<file path="src/acr_pkg.sv">
`default_nettype none

package acr_pkg;

    // ------------------------------------------------------------
    // Register map
    // ------------------------------------------------------------
    localparam logic [6:0] ACR_ADDR_PHASE_COARSE_BUS = 7'h02;
    localparam logic [6:0] ACR_ADDR_PHASE_FINE_OFS = 7'h03;

    // Field positions, register clock_phase_coarse_and_bus_config
    localparam int ACR_BUS_SINGLE_BIT = 0;
    localparam int ACR_DIV_SEL_BIT = 1;
    localparam int ACR_COARSE_LSB = 3;
    localparam int ACR_COARSE_W = 5;

    // Field positions, register clock_phase_fine_and_offset_msb
    localparam int ACR_OFS_MSB_BIT = 0;
    localparam int ACR_FINE_LSB = 2;
    localparam int ACR_FINE_W = 6;

    // Values after reset
    localparam logic [7:0] ACR_RST_PHASE_COARSE_BUS = 8'h00;
    localparam logic [7:0] ACR_RST_PHASE_FINE = 8'h00;

    // Output clock ratios
    localparam logic [2:0] ACR_DIV_BY4 = 3'h4;
    localparam logic [2:0] ACR_DIV_BY2 = 3'h2;

    // Phase delay step sizes in femtoseconds
    localparam int ACR_COARSE_STEP_FS = 2400;
    localparam int ACR_FINE_STEP_FS = 116;
    localparam int ACR_DELAY_W = 17;

    // Serial frame: 1 direction bit, 7 address bits, 8 data bits
    localparam logic [4:0] ACR_FRAME_BITS = 5'h10;
    localparam logic [4:0] ACR_HDR_BITS = 5'h08;

    typedef struct packed {
        logic       bus_single;
        logic       div_by2;
        logic [4:0] coarse_phase;
        logic [5:0] fine_phase;
        logic       offset_msb;
    } acr_cfg_t;

    typedef struct packed {
        logic       wr_stb;
        logic       rd_stb;
        logic [6:0] addr;
        logic [7:0] wdata;
    } acr_req_t;

endpackage : acr_pkg

`default_nettype wire

</file>
<file path="src/acr_clk_phase_bus_regs.sv">
//----------------------------------------------------------------
//----------------------------------------------------------------
`default_nettype none

module acr_clk_phase_bus_regs
    import acr_pkg::*;
#(
    // Factory trimmed top offset bit, value arbitrary
    parameter logic OFS_MSB_DEFAULT = 1'b0
)
(
    // Clock and reset
    input wire logic clk,
    input wire logic arst_n,
    // Serial configuration pins
    input wire logic sclk,
    input wire logic sen_n,
    input wire logic sdi,
    output logic sdo,
    output logic sdo_oe_n,
    // Register reset request and offset low byte from neighbours
    input wire logic reg_reset_req,
    input wire logic [7:0] offset_lsb,
    // Configuration outputs
    output logic bus_single,
    output logic [2:0] output_sample_clock_div,
    output logic [4:0] coarse_phase,
    output logic [5:0] fine_phase,
    output logic [ACR_DELAY_W-1:0] total_delay_fs,
    output logic [8:0] offset_word
);

    // ------------------------------------------------------------
    // Helpers
    // ------------------------------------------------------------
    function automatic logic [ACR_DELAY_W-1:0] delay_fs(input logic [4:0] c,
                                                       input logic [5:0] f);
        int sum;
        sum = int'(c) * ACR_COARSE_STEP_FS + int'(f) * ACR_FINE_STEP_FS;
        return sum[ACR_DELAY_W-1:0];
    endfunction : delay_fs

    function automatic logic [2:0] div_ratio(input logic single, input logic by2);
        // Divide by four is refused while only bus A runs
        return (single || by2) ? ACR_DIV_BY2 : ACR_DIV_BY4;
    endfunction : div_ratio

    // ------------------------------------------------------------
    // Serial port
    // ------------------------------------------------------------
    acr_req_t req;
    logic [7:0] rdata;
    acr_cfg_t cfg_r;

    acr_serial_port u_port (
        .clk(clk),
        .arst_n(arst_n),
        .sclk(sclk),
        .sen_n(sen_n),
        .sdi(sdi),
        .sdo(sdo),
        .sdo_oe_n(sdo_oe_n),
        .req(req),
        .rdata(rdata)
    );

    // ------------------------------------------------------------
    // Register storage
    // ------------------------------------------------------------
    always_ff @(posedge clk or negedge arst_n) begin
        if (!arst_n) begin
            cfg_r <= '0;
            cfg_r.offset_msb <= OFS_MSB_DEFAULT;
        end else if (reg_reset_req) begin
            // Request is a pulse, so defaults are restored once
            cfg_r.bus_single <= ACR_RST_PHASE_COARSE_BUS[ACR_BUS_SINGLE_BIT];
            cfg_r.div_by2 <= ACR_RST_PHASE_COARSE_BUS[ACR_DIV_SEL_BIT];
            cfg_r.coarse_phase <= ACR_RST_PHASE_COARSE_BUS[ACR_COARSE_LSB +: ACR_COARSE_W];
            cfg_r.fine_phase <= ACR_RST_PHASE_FINE[ACR_FINE_LSB +: ACR_FINE_W];
            cfg_r.offset_msb <= OFS_MSB_DEFAULT;
        end else if (req.wr_stb) begin
            // Reserved bits are not stored and read back as zero
            if (req.addr == ACR_ADDR_PHASE_COARSE_BUS) begin
                cfg_r.bus_single <= req.wdata[ACR_BUS_SINGLE_BIT];
                cfg_r.div_by2 <= req.wdata[ACR_DIV_SEL_BIT];
                cfg_r.coarse_phase <= req.wdata[ACR_COARSE_LSB +: ACR_COARSE_W];
            end
            if (req.addr == ACR_ADDR_PHASE_FINE_OFS) begin
                cfg_r.fine_phase <= req.wdata[ACR_FINE_LSB +: ACR_FINE_W];
                cfg_r.offset_msb <= req.wdata[ACR_OFS_MSB_BIT];
            end
        end
    end

    // ------------------------------------------------------------
    // Read mux
    // ------------------------------------------------------------
    always_comb begin
        rdata = 8'h00;
        if (req.addr == ACR_ADDR_PHASE_COARSE_BUS) begin
            rdata[ACR_BUS_SINGLE_BIT] = cfg_r.bus_single;
            rdata[ACR_DIV_SEL_BIT] = cfg_r.div_by2;
            rdata[ACR_COARSE_LSB +: ACR_COARSE_W] = cfg_r.coarse_phase;
        end else if (req.addr == ACR_ADDR_PHASE_FINE_OFS) begin
            rdata[ACR_OFS_MSB_BIT] = cfg_r.offset_msb;
            rdata[ACR_FINE_LSB +: ACR_FINE_W] = cfg_r.fine_phase;
        end
    end

    // ------------------------------------------------------------
    // Registered outputs
    // ------------------------------------------------------------
    always_ff @(posedge clk or negedge arst_n) begin
        if (!arst_n) begin
            bus_single <= 1'b0;
            output_sample_clock_div <= ACR_DIV_BY4;
            coarse_phase <= 5'h00;
            fine_phase <= 6'h00;
            total_delay_fs <= '0;
            offset_word <= {OFS_MSB_DEFAULT, 8'h00};
        end else begin
            bus_single <= cfg_r.bus_single;
            output_sample_clock_div <= div_ratio(cfg_r.bus_single, cfg_r.div_by2);
            coarse_phase <= cfg_r.coarse_phase;
            fine_phase <= cfg_r.fine_phase;
            total_delay_fs <= delay_fs(cfg_r.coarse_phase, cfg_r.fine_phase);
            offset_word <= {cfg_r.offset_msb, offset_lsb};
        end
    end

endmodule : acr_clk_phase_bus_regs

`default_nettype wire

</file>
<file path="src/acr_serial_port.sv">
`default_nettype none

module acr_serial_port
    import acr_pkg::*;
(
    // Clock and reset
    input wire logic clk,
    input wire logic arst_n,
    // Serial pins
    input wire logic sclk,
    input wire logic sen_n,
    input wire logic sdi,
    output logic sdo,
    output logic sdo_oe_n,
    // Register side
    output acr_req_t req,
    input wire logic [7:0] rdata
);

    // ------------------------------------------------------------
    // Pin synchronisers
    // ------------------------------------------------------------
    logic [1:0] sclk_s_r;
    logic [1:0] sen_s_r;
    logic [1:0] sdi_s_r;
    logic sclk_d_r;

    always_ff @(posedge clk or negedge arst_n) begin
        if (!arst_n) begin
            sclk_s_r <= 2'h0;
            sen_s_r <= 2'h3;
            sdi_s_r <= 2'h0;
            sclk_d_r <= 1'b0;
        end else begin
            sclk_s_r <= {sclk_s_r[0], sclk};
            sen_s_r <= {sen_s_r[0], sen_n};
            sdi_s_r <= {sdi_s_r[0], sdi};
            sclk_d_r <= sclk_s_r[1];
        end
    end

    logic active;
    logic rise;
    logic fall;
    assign active = !sen_s_r[1];
    assign rise = active && sclk_s_r[1] && !sclk_d_r;
    assign fall = active && !sclk_s_r[1] && sclk_d_r;

    // ------------------------------------------------------------
    // Frame capture
    // ------------------------------------------------------------
    logic [4:0] count_r;
    logic [14:0] shift_r;
    logic is_read_r;

    always_ff @(posedge clk or negedge arst_n) begin
        if (!arst_n) begin
            count_r <= 5'h00;
            shift_r <= 15'h0000;
            is_read_r <= 1'b0;
            req <= '0;
        end else begin
            req.wr_stb <= 1'b0;
            req.rd_stb <= 1'b0;
            if (!active) begin
                count_r <= 5'h00;
                is_read_r <= 1'b0;
            end else if (rise && count_r < ACR_FRAME_BITS) begin
                shift_r <= {shift_r[13:0], sdi_s_r[1]};
                count_r <= count_r + 5'h01;
                if (count_r == ACR_HDR_BITS - 5'h01 && shift_r[6]) begin
                    is_read_r <= 1'b1;
                    req.rd_stb <= 1'b1;
                    req.addr <= {shift_r[5:0], sdi_s_r[1]};
                end
                if (count_r == ACR_FRAME_BITS - 5'h01 && !shift_r[14]) begin
                    req.wr_stb <= 1'b1;
                    req.addr <= shift_r[13:7];
                    req.wdata <= {shift_r[6:0], sdi_s_r[1]};
                end
            end
        end
    end

    // ------------------------------------------------------------
    // Read-back shifter, changes on falling serial clock
    // ------------------------------------------------------------
    logic [7:0] rd_shift_r;
    logic rd_load_r;

    always_ff @(posedge clk or negedge arst_n) begin
        if (!arst_n) begin
            rd_shift_r <= 8'h00;
            rd_load_r <= 1'b0;
            sdo <= 1'b0;
            sdo_oe_n <= 1'b1;
        end else begin
            rd_load_r <= req.rd_stb;
            if (!active || !is_read_r) begin
                sdo_oe_n <= 1'b1;
                sdo <= 1'b0;
            end else if (rd_load_r) begin
                rd_shift_r <= rdata;
            end else if (fall && count_r >= ACR_HDR_BITS && count_r < ACR_FRAME_BITS) begin
                // Host samples each bit on the following rising edge
                sdo <= rd_shift_r[7];
                sdo_oe_n <= 1'b0;
                rd_shift_r <= {rd_shift_r[6:0], 1'b0};
            end
        end
    end

endmodule : acr_serial_port

`default_nettype wire

</file>
<file path="config.mk">
export PLATFORM = sky130hd
export DESIGN_NAME = acr_clk_phase_bus_regs
export DESIGN_NICKNAME = d
export VERILOG_FILES = /design/src/acr_pkg.sv /design/src/acr_clk_phase_bus_regs.sv /design/src/acr_serial_port.sv
export SDC_FILE = /design/constraint.sdc
export NUM_CORES = 1
export LEC_CHECK = 0
export ABC_AREA = 1
export BUFFER_PORTS_ARGS = -buffer_cell sky130_fd_sc_hd__buf_4
export CAP_MARGIN = 25
export CELL_PAD_IN_SITES_DETAIL_PLACEMENT = 1
export CELL_PAD_IN_SITES_GLOBAL_PLACEMENT = 1
export CORE_UTILIZATION = 45
export CTS_CLUSTER_DIAMETER = 40
export DETAILED_ROUTE_END_ITERATION = 10
export GPL_TIMING_DRIVEN = 0
export PLACE_DENSITY = 0.79
export SYNTH_ARGS = -nofsm -noshare
export SYNTH_HDL_FRONTEND = slang
export SYNTH_SLANG_ARGS = --single-unit
</file>
<file path="constraint.sdc">
create_clock -name clk -period 7 [get_ports clk]
set_input_delay 1.4 -clock clk [delete_from_list [all_inputs] [get_ports clk]]
set_output_delay 1.4 -clock clk [all_outputs]
set_load 0.01 [all_outputs]
</file>
==> impl_metrics.toml, run 1 <==
[status]
outcome = "finished, final reports clean"

[grt]
grtUsageMet1_pct = 25.3
grtUsageTotal_pct = 22.4
grt_start_max_net_pins = 56
grt.met3_usage_pct = 3.03
top_usage_layer = "met2"
met2_usage_pct = 42.2
grt_pass1_vias = 4661
antenna_found_initial = 0
overflow = 0
grt_pass1_wl_mm = 22.4

[synthesis]
synthFlopType = "dfrtp_1"
async_flop_share_pct = 100
syn_inst = 596
ys_seq_elements = 106
synth.avg_cell_area_um2 = 9.40
yosysWarnings = 0
synth.distinct_cells = 39
synth-edff-count = 0
syn_area_um2 = 5610
ys_seq_area_share_pct = 47.4

[timing]
slew_violations = 0
finalSetupTns_ps = 0
min_period_over_period_pct = 62.8
rsz0062_at_grt = "no"
finalCriticalPeriod_ps = 4400
tightest_slew_ps = 694
hold_viol = 0
timing.slew.headroom_pct = 53.7
finClkSkew_ps = 5.87
max_freq_mhz = 227
finalSetupViolations = 0

[cells_and_area]
final_nets = 738
area_growth_pct = 16.6
drive_gt1_share_pct = 18.0
finish.instance_area_um2 = 6540
fillers = 1389
antennaDiodeCount = 0

[clock_tree]
hold_buffers = 0
cts_made_buffers = 9
cts_tree = "done"
h-tree-depth = 3
root_buffer = "clkbuf_16"
cts.sinks = 106
clk_path_buf_depth = 2
insertion_delay_ps = 360
path_clk_slew_ps = 70
ctsResizeCount = 0
post_cts_buffers = 0

[die]
die_area_um2 = 12900
start_util_pct = 46.5
die_w_um = 114
coreArea_um2 = 12100
dieHeight_um = 114
num_rows = 40
pin_count = 57

[hold_path]
hold_path.class = "reg2reg"

[placement]
place_area_um2 = 6250
hpwl_mm = 9.90
portBuffers = 53
gp_congestion = 0.817

[drt]
viasPerCell = 4.89
drc = 0
wl_per_cell_um = 15.5
drtIter0Drc = 105
vias = 4085
antenna_left = 0
firstDrtPassIters = 4
wl_mm = 12.9

[critical_path]
setup.worst_path.class = "reg2reg"
path_max_fanout = 7
required_ps = 7250
worstPathArrival_ps = 4650
start_kind = "register"
critPathCaptureType = "register"

[pwr]
p_leak_nw = 3.62
ir_drop_mv = 0.149
powerDensity_nw_per_um2 = 184

[run]
cap_violations = 0
cell usage after synthesis (3+ instances only):
cell,number,share of area (%)
clkbuf_1,3,0.20
or2_2,3,0.33
nand3_1,35,3.1
nor2_1,24,1.6
o21ai_1,7,0.62
xnor2_1,6,0.94
nand4_1,6,0.67
dfrtp_1,102,46
xor2_1,12,1.9
o21ai_2,8,1.3
o21ai_0,32,2.9
buf_4,6,0.80
a31oi_1,6,0.67
fa_1,11,3.9
inv_2,5,0.33
ha_1,50,11
nor2_2,3,0.33
nor2_4,3,0.60
a21oi_1,13,1.2
dfstp_2,4,1.9
nand2_4,3,0.60
nand2_1,146,9.8
nand2_2,7,0.78
inv_1,81,5.4
worst max-delay path, stage by stage (launching register included):
cell,delay (ps)
dfrtp_1,550
inv_1,130
fa_1,500
inv_1,40
ha_1,310
fa_1,480
ha_1,390
a21oi_1,250
nor2_1,90
nor2_1,110
nand2_1,80
xnor2_1,130
inv_1,70
ha_1,380
nand2_1,100
nor2_1,130
nand2_1,70
nand2_1,110
nand2_1,60
nand2_1,130
nand2_1,70
nand2_1,60
nand2_1,40
final timing paths:
check,slack (ps),depth (start not counted),from,endpoint
worst max register to register,2600,22,cfg_r[4]$_DFFE_PN0P_,total_delay_fs[14]$_DFF_PN0_
worst max-delay path,2600,22,cfg_r[4]$_DFFE_PN0P_,total_delay_fs[14]$_DFF_PN0_
worst min-delay path,350,0,u_port.req[15]$_DFF_PN0_,u_port.rd_load_r$_DFF_PN0_
max in group asynchronous,5230,2,arst_n,u_port.count_r[0]$_DFFE_PN0P_
worst min register to register,350,0,u_port.req[15]$_DFF_PN0_,u_port.rd_load_r$_DFF_PN0_
min in group asynchronous,1070,1,arst_n,total_delay_fs[9]$_DFF_PN0_
metal layers:
metal / routed length (um) / vias to the layer above / share of wire (%)
li1: - / 2021 / -
met1: 5380 / 1997 / 42
met2: 7020 / 44 / 54
met3: 233 / 23 / 1.8
met4: 276 / 0 / 2.1
met5: 0 / - / 0
through the flow:
| stage | util (%) | setup WS [ps] | total power, mW | instances | hold slack, ps |
|---|---|---|---|---|---|
| 2_1_floorplan | - | 3240 | 0.674 | 598 | 331 |
| 3_3_place_gp | 51.6 | 2870 | 0.705 | 819 | 332 |
| 3_5_place_dp | 51.8 | 2640 | 0.711 | 820 | 336 |
| 4_1_cts | 54.2 | 2560 | 1.22 | 835 | 353 |
| 5_1_grt | 54.2 | 2190 | 1.25 | 835 | 359 |
| 6_report | 54.2 | 2600 | 1.20 | 835 | 349 |
power breakdown:
| group | switching, mW | total (mW) | internal, mW |
|---|---|---|---|
| registers | 0.0139 | 0.643 | 0.629 |
| logic | 0.0356 | 0.0542 | 0.0187 |
| clock network | 0.228 | 0.505 | 0.276 |
| total | 0.278 | 1.20 | 0.924 |
logic make-up (layout without fill, tap and decap cells):
family | after synthesis | in the layout | share of synthesized area [%]
buffers and inverters | 100 | 169 | 7.70
other | 1 | 3 | 0.0669
AND/OR/NAND/NOR | 235 | 235 | 19.0
adder cells (fa/ha/maj) | 61 | 61 | 15.1
flip-flops | 106 | 106 | 47.4
XOR/XNOR | 18 | 18 | 2.81
AO/OA/AOI/OAI | 75 | 75 | 7.97
cell usage in the layout (no fill, tap or decap), drive strengths merged:
master | synthesis | routed
or2 | 3 | 3
nor2 | 30 | 30
nand4 | 7 | 7
nand2 | 156 | 156
dfstp | 4 | 4
a21oi | 15 | 15
o31ai | 1 | 1
xnor2 | 6 | 6
buf | 11 | 65
xor2 | 12 | 12
nand3 | 36 | 36
clkbuf | 3 | 14
fa | 11 | 11
ha | 50 | 50
a31oi | 6 | 6
inv | 86 | 86
a21o | 1 | 1
nand3b | 1 | 1
dfrtp | 102 | 102
bufinv | 0 | 1
clkinv | 0 | 1
o21a | 2 | 2
o21ai | 47 | 47
clkinvlp | 0 | 2
a22o | 1 | 1
nor3 | 2 | 2
conb | 1 | 3
o211ai | 2 | 2
sequential cells by signal, indices dropped and copies added (netlist names):
register,count
bus_single,1
cfg_r,14
coarse_phase,5
fine_phase,6
offset_word,9
output_sample_clock_div,2
total_delay_fs,13
u_port.count_r,5
u_port.is_read_r,1
u_port.rd_load_r,1
u_port.rd_shift_r,8
u_port.req,17
u_port.sclk_d_r,1
u_port.sclk_s_r,2
u_port.sdi_s_r,2
u_port.sdo,1
u_port.sdo_oe_n,1
u_port.sen_s_r,2
u_port.shift_r,15
layout make-up:
class	count	area (um^2)	share of cell area, %
flip-flops and latches	106	2660	40.7
clock buffers	11	233	3.56
repair buffers	54	425	6.51
well taps	168	210	3.22
plain buffers	14	109	1.67
inverters	86	323	4.94
clock inverters	4	53.8	0.823
multi-input cells	392	2520	38.6
(Power assumes the default switching activity.)
==> run 2: changes to the inputs <==
Settings changed: ABC_AREA 1 to 0, PLACE_DENSITY 0.79 to 0.78.
Clock period 7 ns to 4.3 ns, I/O delays scaled along.
==> impl_metrics.toml, run 2 <==
[synthesis]
yosysTopAreaCell = "dfrtp_1"
async_flop_share_pct = 100
synth.avg_cell_area_um2 = 10.4
synthFlopType = "dfrtp_1"
syn_area_um2 = 5430
syn_inst = 520
yosysWarnings = 0
ys_seq_elements = 106
synth.distinct_cells = 56
synth_top_area_share_pct = 47.0
synth_area_leaders = "dfrtp_1 47%, ha_1 12%, nand2_1 6.3%, fa_1 4.1%, mux2i_1 3.9%"
yosysMostFrequentCell = "dfrtp_1"
synth_common_cells = "102 x dfrtp_1, 91 x nand2_1, 50 x ha_1, 44 x nor2_1, 36 x inv_1"
ys_seq_area_share_pct = 48.9
synth-edff-count = 0

[timing]
finalSetupViolations = 0
slew_violations = 0
min_period_over_period_pct = 99.9
tightest_slew_ps = 514
max_freq_mhz = 233
timing.slew.headroom_pct = 65.6
rsz0062_at_grt = "yes"
finClkSkew_ps = 8.24
hold_viol = 0
finalCriticalPeriod_ps = 4300

[clock_tree]
root_buffer = "clkbuf_16"
cts.sinks = 106
cts_tree = "done"
insertion_delay_ps = 350
hold_buffers = 0
path_clk_slew_ps = 70
h-tree-depth = 3
cts_made_buffers = 9
clk_path_buf_depth = 2

[placement]
gp_congestion = 0.800
hpwl_mm = 8.71
portBuffers = 53

[critical_path]
slowest_stage = "or4_1"
critical_path_buf_inv_count = 1
path_common_cell = "a21oi_2"
crit_path_max_incr_delay_ps = 550
cp_top_family = "adder cells"
path_max_fanout = 5
start_kind = "register"
critPathCaptureType = "register"
setup.worst_path.class = "reg2reg"
path_cells = "buf_4 -> fa_1 -> ha_1 -> ha_4 -> fa_2 -> a21o_1 -> a21oi_2 -> o21bai_1 -> a21oi_2 -> xnor2_1 -> ha_2 -> or4_1 -> o211ai_1 -> nor2_1 -> a211o_1 -> nand3_1"
required_ps = 4580
worstPathArrival_ps = 4580

[pwr]
p_leak_nw = 3.56
powerDensity_nw_per_um2 = 298
power_frac_clock_pct = 41.7
total_power_mw = 1.93
seq_power_share_pct = 54.4
p_sw_uw = 448
comb_power_share_pct = 3.9
ir_drop_mv = 0.172
p_sw_share_pct = 23.2
power.internal_mw = 1.48

[status]
violations = "design-rule violations"
outcome = "complete, but fails checks"

[die]
dieHeight_um = 112
start_util_pct = 46.8
die_area_um2 = 12500
num_rows = 39
die_w_um = 112
pin_count = 57
coreArea_um2 = 11600

[cells_and_area]
largest_reg_flops = 17
largestRegisters = "u_port.req: 17 flops, u_port.shift_r: 15 flops, cfg_r: 14 flops"
drive_gt1_share_pct = 20.4
layout_common_cells = "97 x dfrtp_1, 91 x nand2_1, 69 x buf_4, 46 x ha_1, 44 x nor2_1"
regMostFlops = "u_port.req"
final_nets = 673
antennaDiodeCount = 0
final_common_cell = "dfrtp_1"
area_growth_pct = 19.4
fin_util_pct = 55.8

[drt]
wl_mm = 12.3
drc = 5
firstDrtPassIters = 8
wl_per_cell_um = 16.4
viasPerCell = 5.27
drtIter0Drc = 165
vias = 3928
antenna_left = 0

[run]
cap_violations = 0

[grt]
grt_start_max_net_pins = 72
grt_pass1_wl_mm = 20.8
grtUsageTotal_pct = 21.1
antenna_found_initial = 0
grt_pass1_vias = 4349
overflow = 0

[hold_path]
hold_path.class = "reg2reg"
-- run 2: kinds of logic (layout without fill, tap and decap cells) --
group	Yosys count	in the layout	share of synthesized area, %
simple gates	172	172	14.1
flops	106	106	48.9
compound gates	82	82	9.12
fa+ha+maj	61	61	15.6
buf+inv	56	137	4.93
xor+xnor	21	21	3.39
mux	21	21	3.87
other cells	1	3	0.0690
-- run 2: per-layer routing --
metal  track usage [%]  up-vias  routed length [um]
li1                  -     1885                   -
met1              23.7     1972                5060
met2              39.3       50                6650
met3              3.10       21                 254
met4              9.64        0                 289
met5                 0        -                   0
-- run 2: cell type report --
class	count	area, um^2
clock buffer	11	253
buffer	19	116
multi-input combinational	360	2570
timing repair buffer	65	508
inverter	37	151
fill	1274	5130
sequential	106	2660
tap	143	179
clock inverter	5	37.5
-- run 2: final timing paths --
check                                              from                           end  slack (ps)  cells past startpoint
setup / recovery                   cfg_r[2]$_DFFE_PN0P_  total_delay_fs[15]$_DFF_PN0_           4                     16
hold / removal             u_port.sclk_s_r[0]$_DFF_PN0_  u_port.sclk_s_r[1]$_DFF_PN0_         360                      0
setup reg to reg                   cfg_r[2]$_DFFE_PN0P_  total_delay_fs[15]$_DFF_PN0_           4                     16
hold reg to reg            u_port.sclk_s_r[0]$_DFF_PN0_  u_port.sclk_s_r[1]$_DFF_PN0_         360                      0
max in group asynchronous                        arst_n   u_port.sen_s_r[0]$_DFF_PN1_        3090                      2
min in group asynchronous                        arst_n   total_delay_fs[6]$_DFF_PN0_         460                      1
-- run 2: power by group through the flow --
stage | clock, mW | combinational (mW) | sequential (mW)
6_report | 0.804 | 0.0756 | 1.05
5_1_grt | 0.855 | 0.0872 | 1.06
4_1_cts | 0.828 | 0.0780 | 1.05
3_5_place_dp | 0 | 0.0779 | 1.07
3_3_place_gp | 0 | 0.0711 | 1.07
2_1_floorplan | 0 | 0.0304 | 1.06
-- run 2: stage by stage --
step           worst slack, ps  hold WS (ps)  area, um^2  std cells  setup TNS [ps]
2_1_floorplan             62.0           331        5440        522               0
3_3_place_gp              -305           333        6020        718            -371
3_5_place_dp              -415           345        6040        719            -622
4_1_cts                   21.9           359        6430        742               0
5_1_grt                   -118           361        6480        746            -118
6_report                  4.46           357        6480        746               0
-- run 2: worst reg2reg max path: stages, from the launching register on --
cell	delay [ps]
dfrtp_2	420
buf_4	150
fa_1	470
ha_1	340
ha_4	240
fa_2	410
a21o_1	200
a21oi_2	150
o21bai_1	110
a21oi_2	190
xnor2_1	100
ha_2	210
or4_1	550
o211ai_1	270
nor2_1	110
a211o_1	250
nand3_1	80
-- run 2: timing repair --
item / in CTS / in global routing
setup buffers: 7 / 4
pin swaps: 4 / 8
endpoints found under the setup margin: 4 / 2
gates resized for setup: 10 / 8
endpoints found under the hold margin: 0 / 0
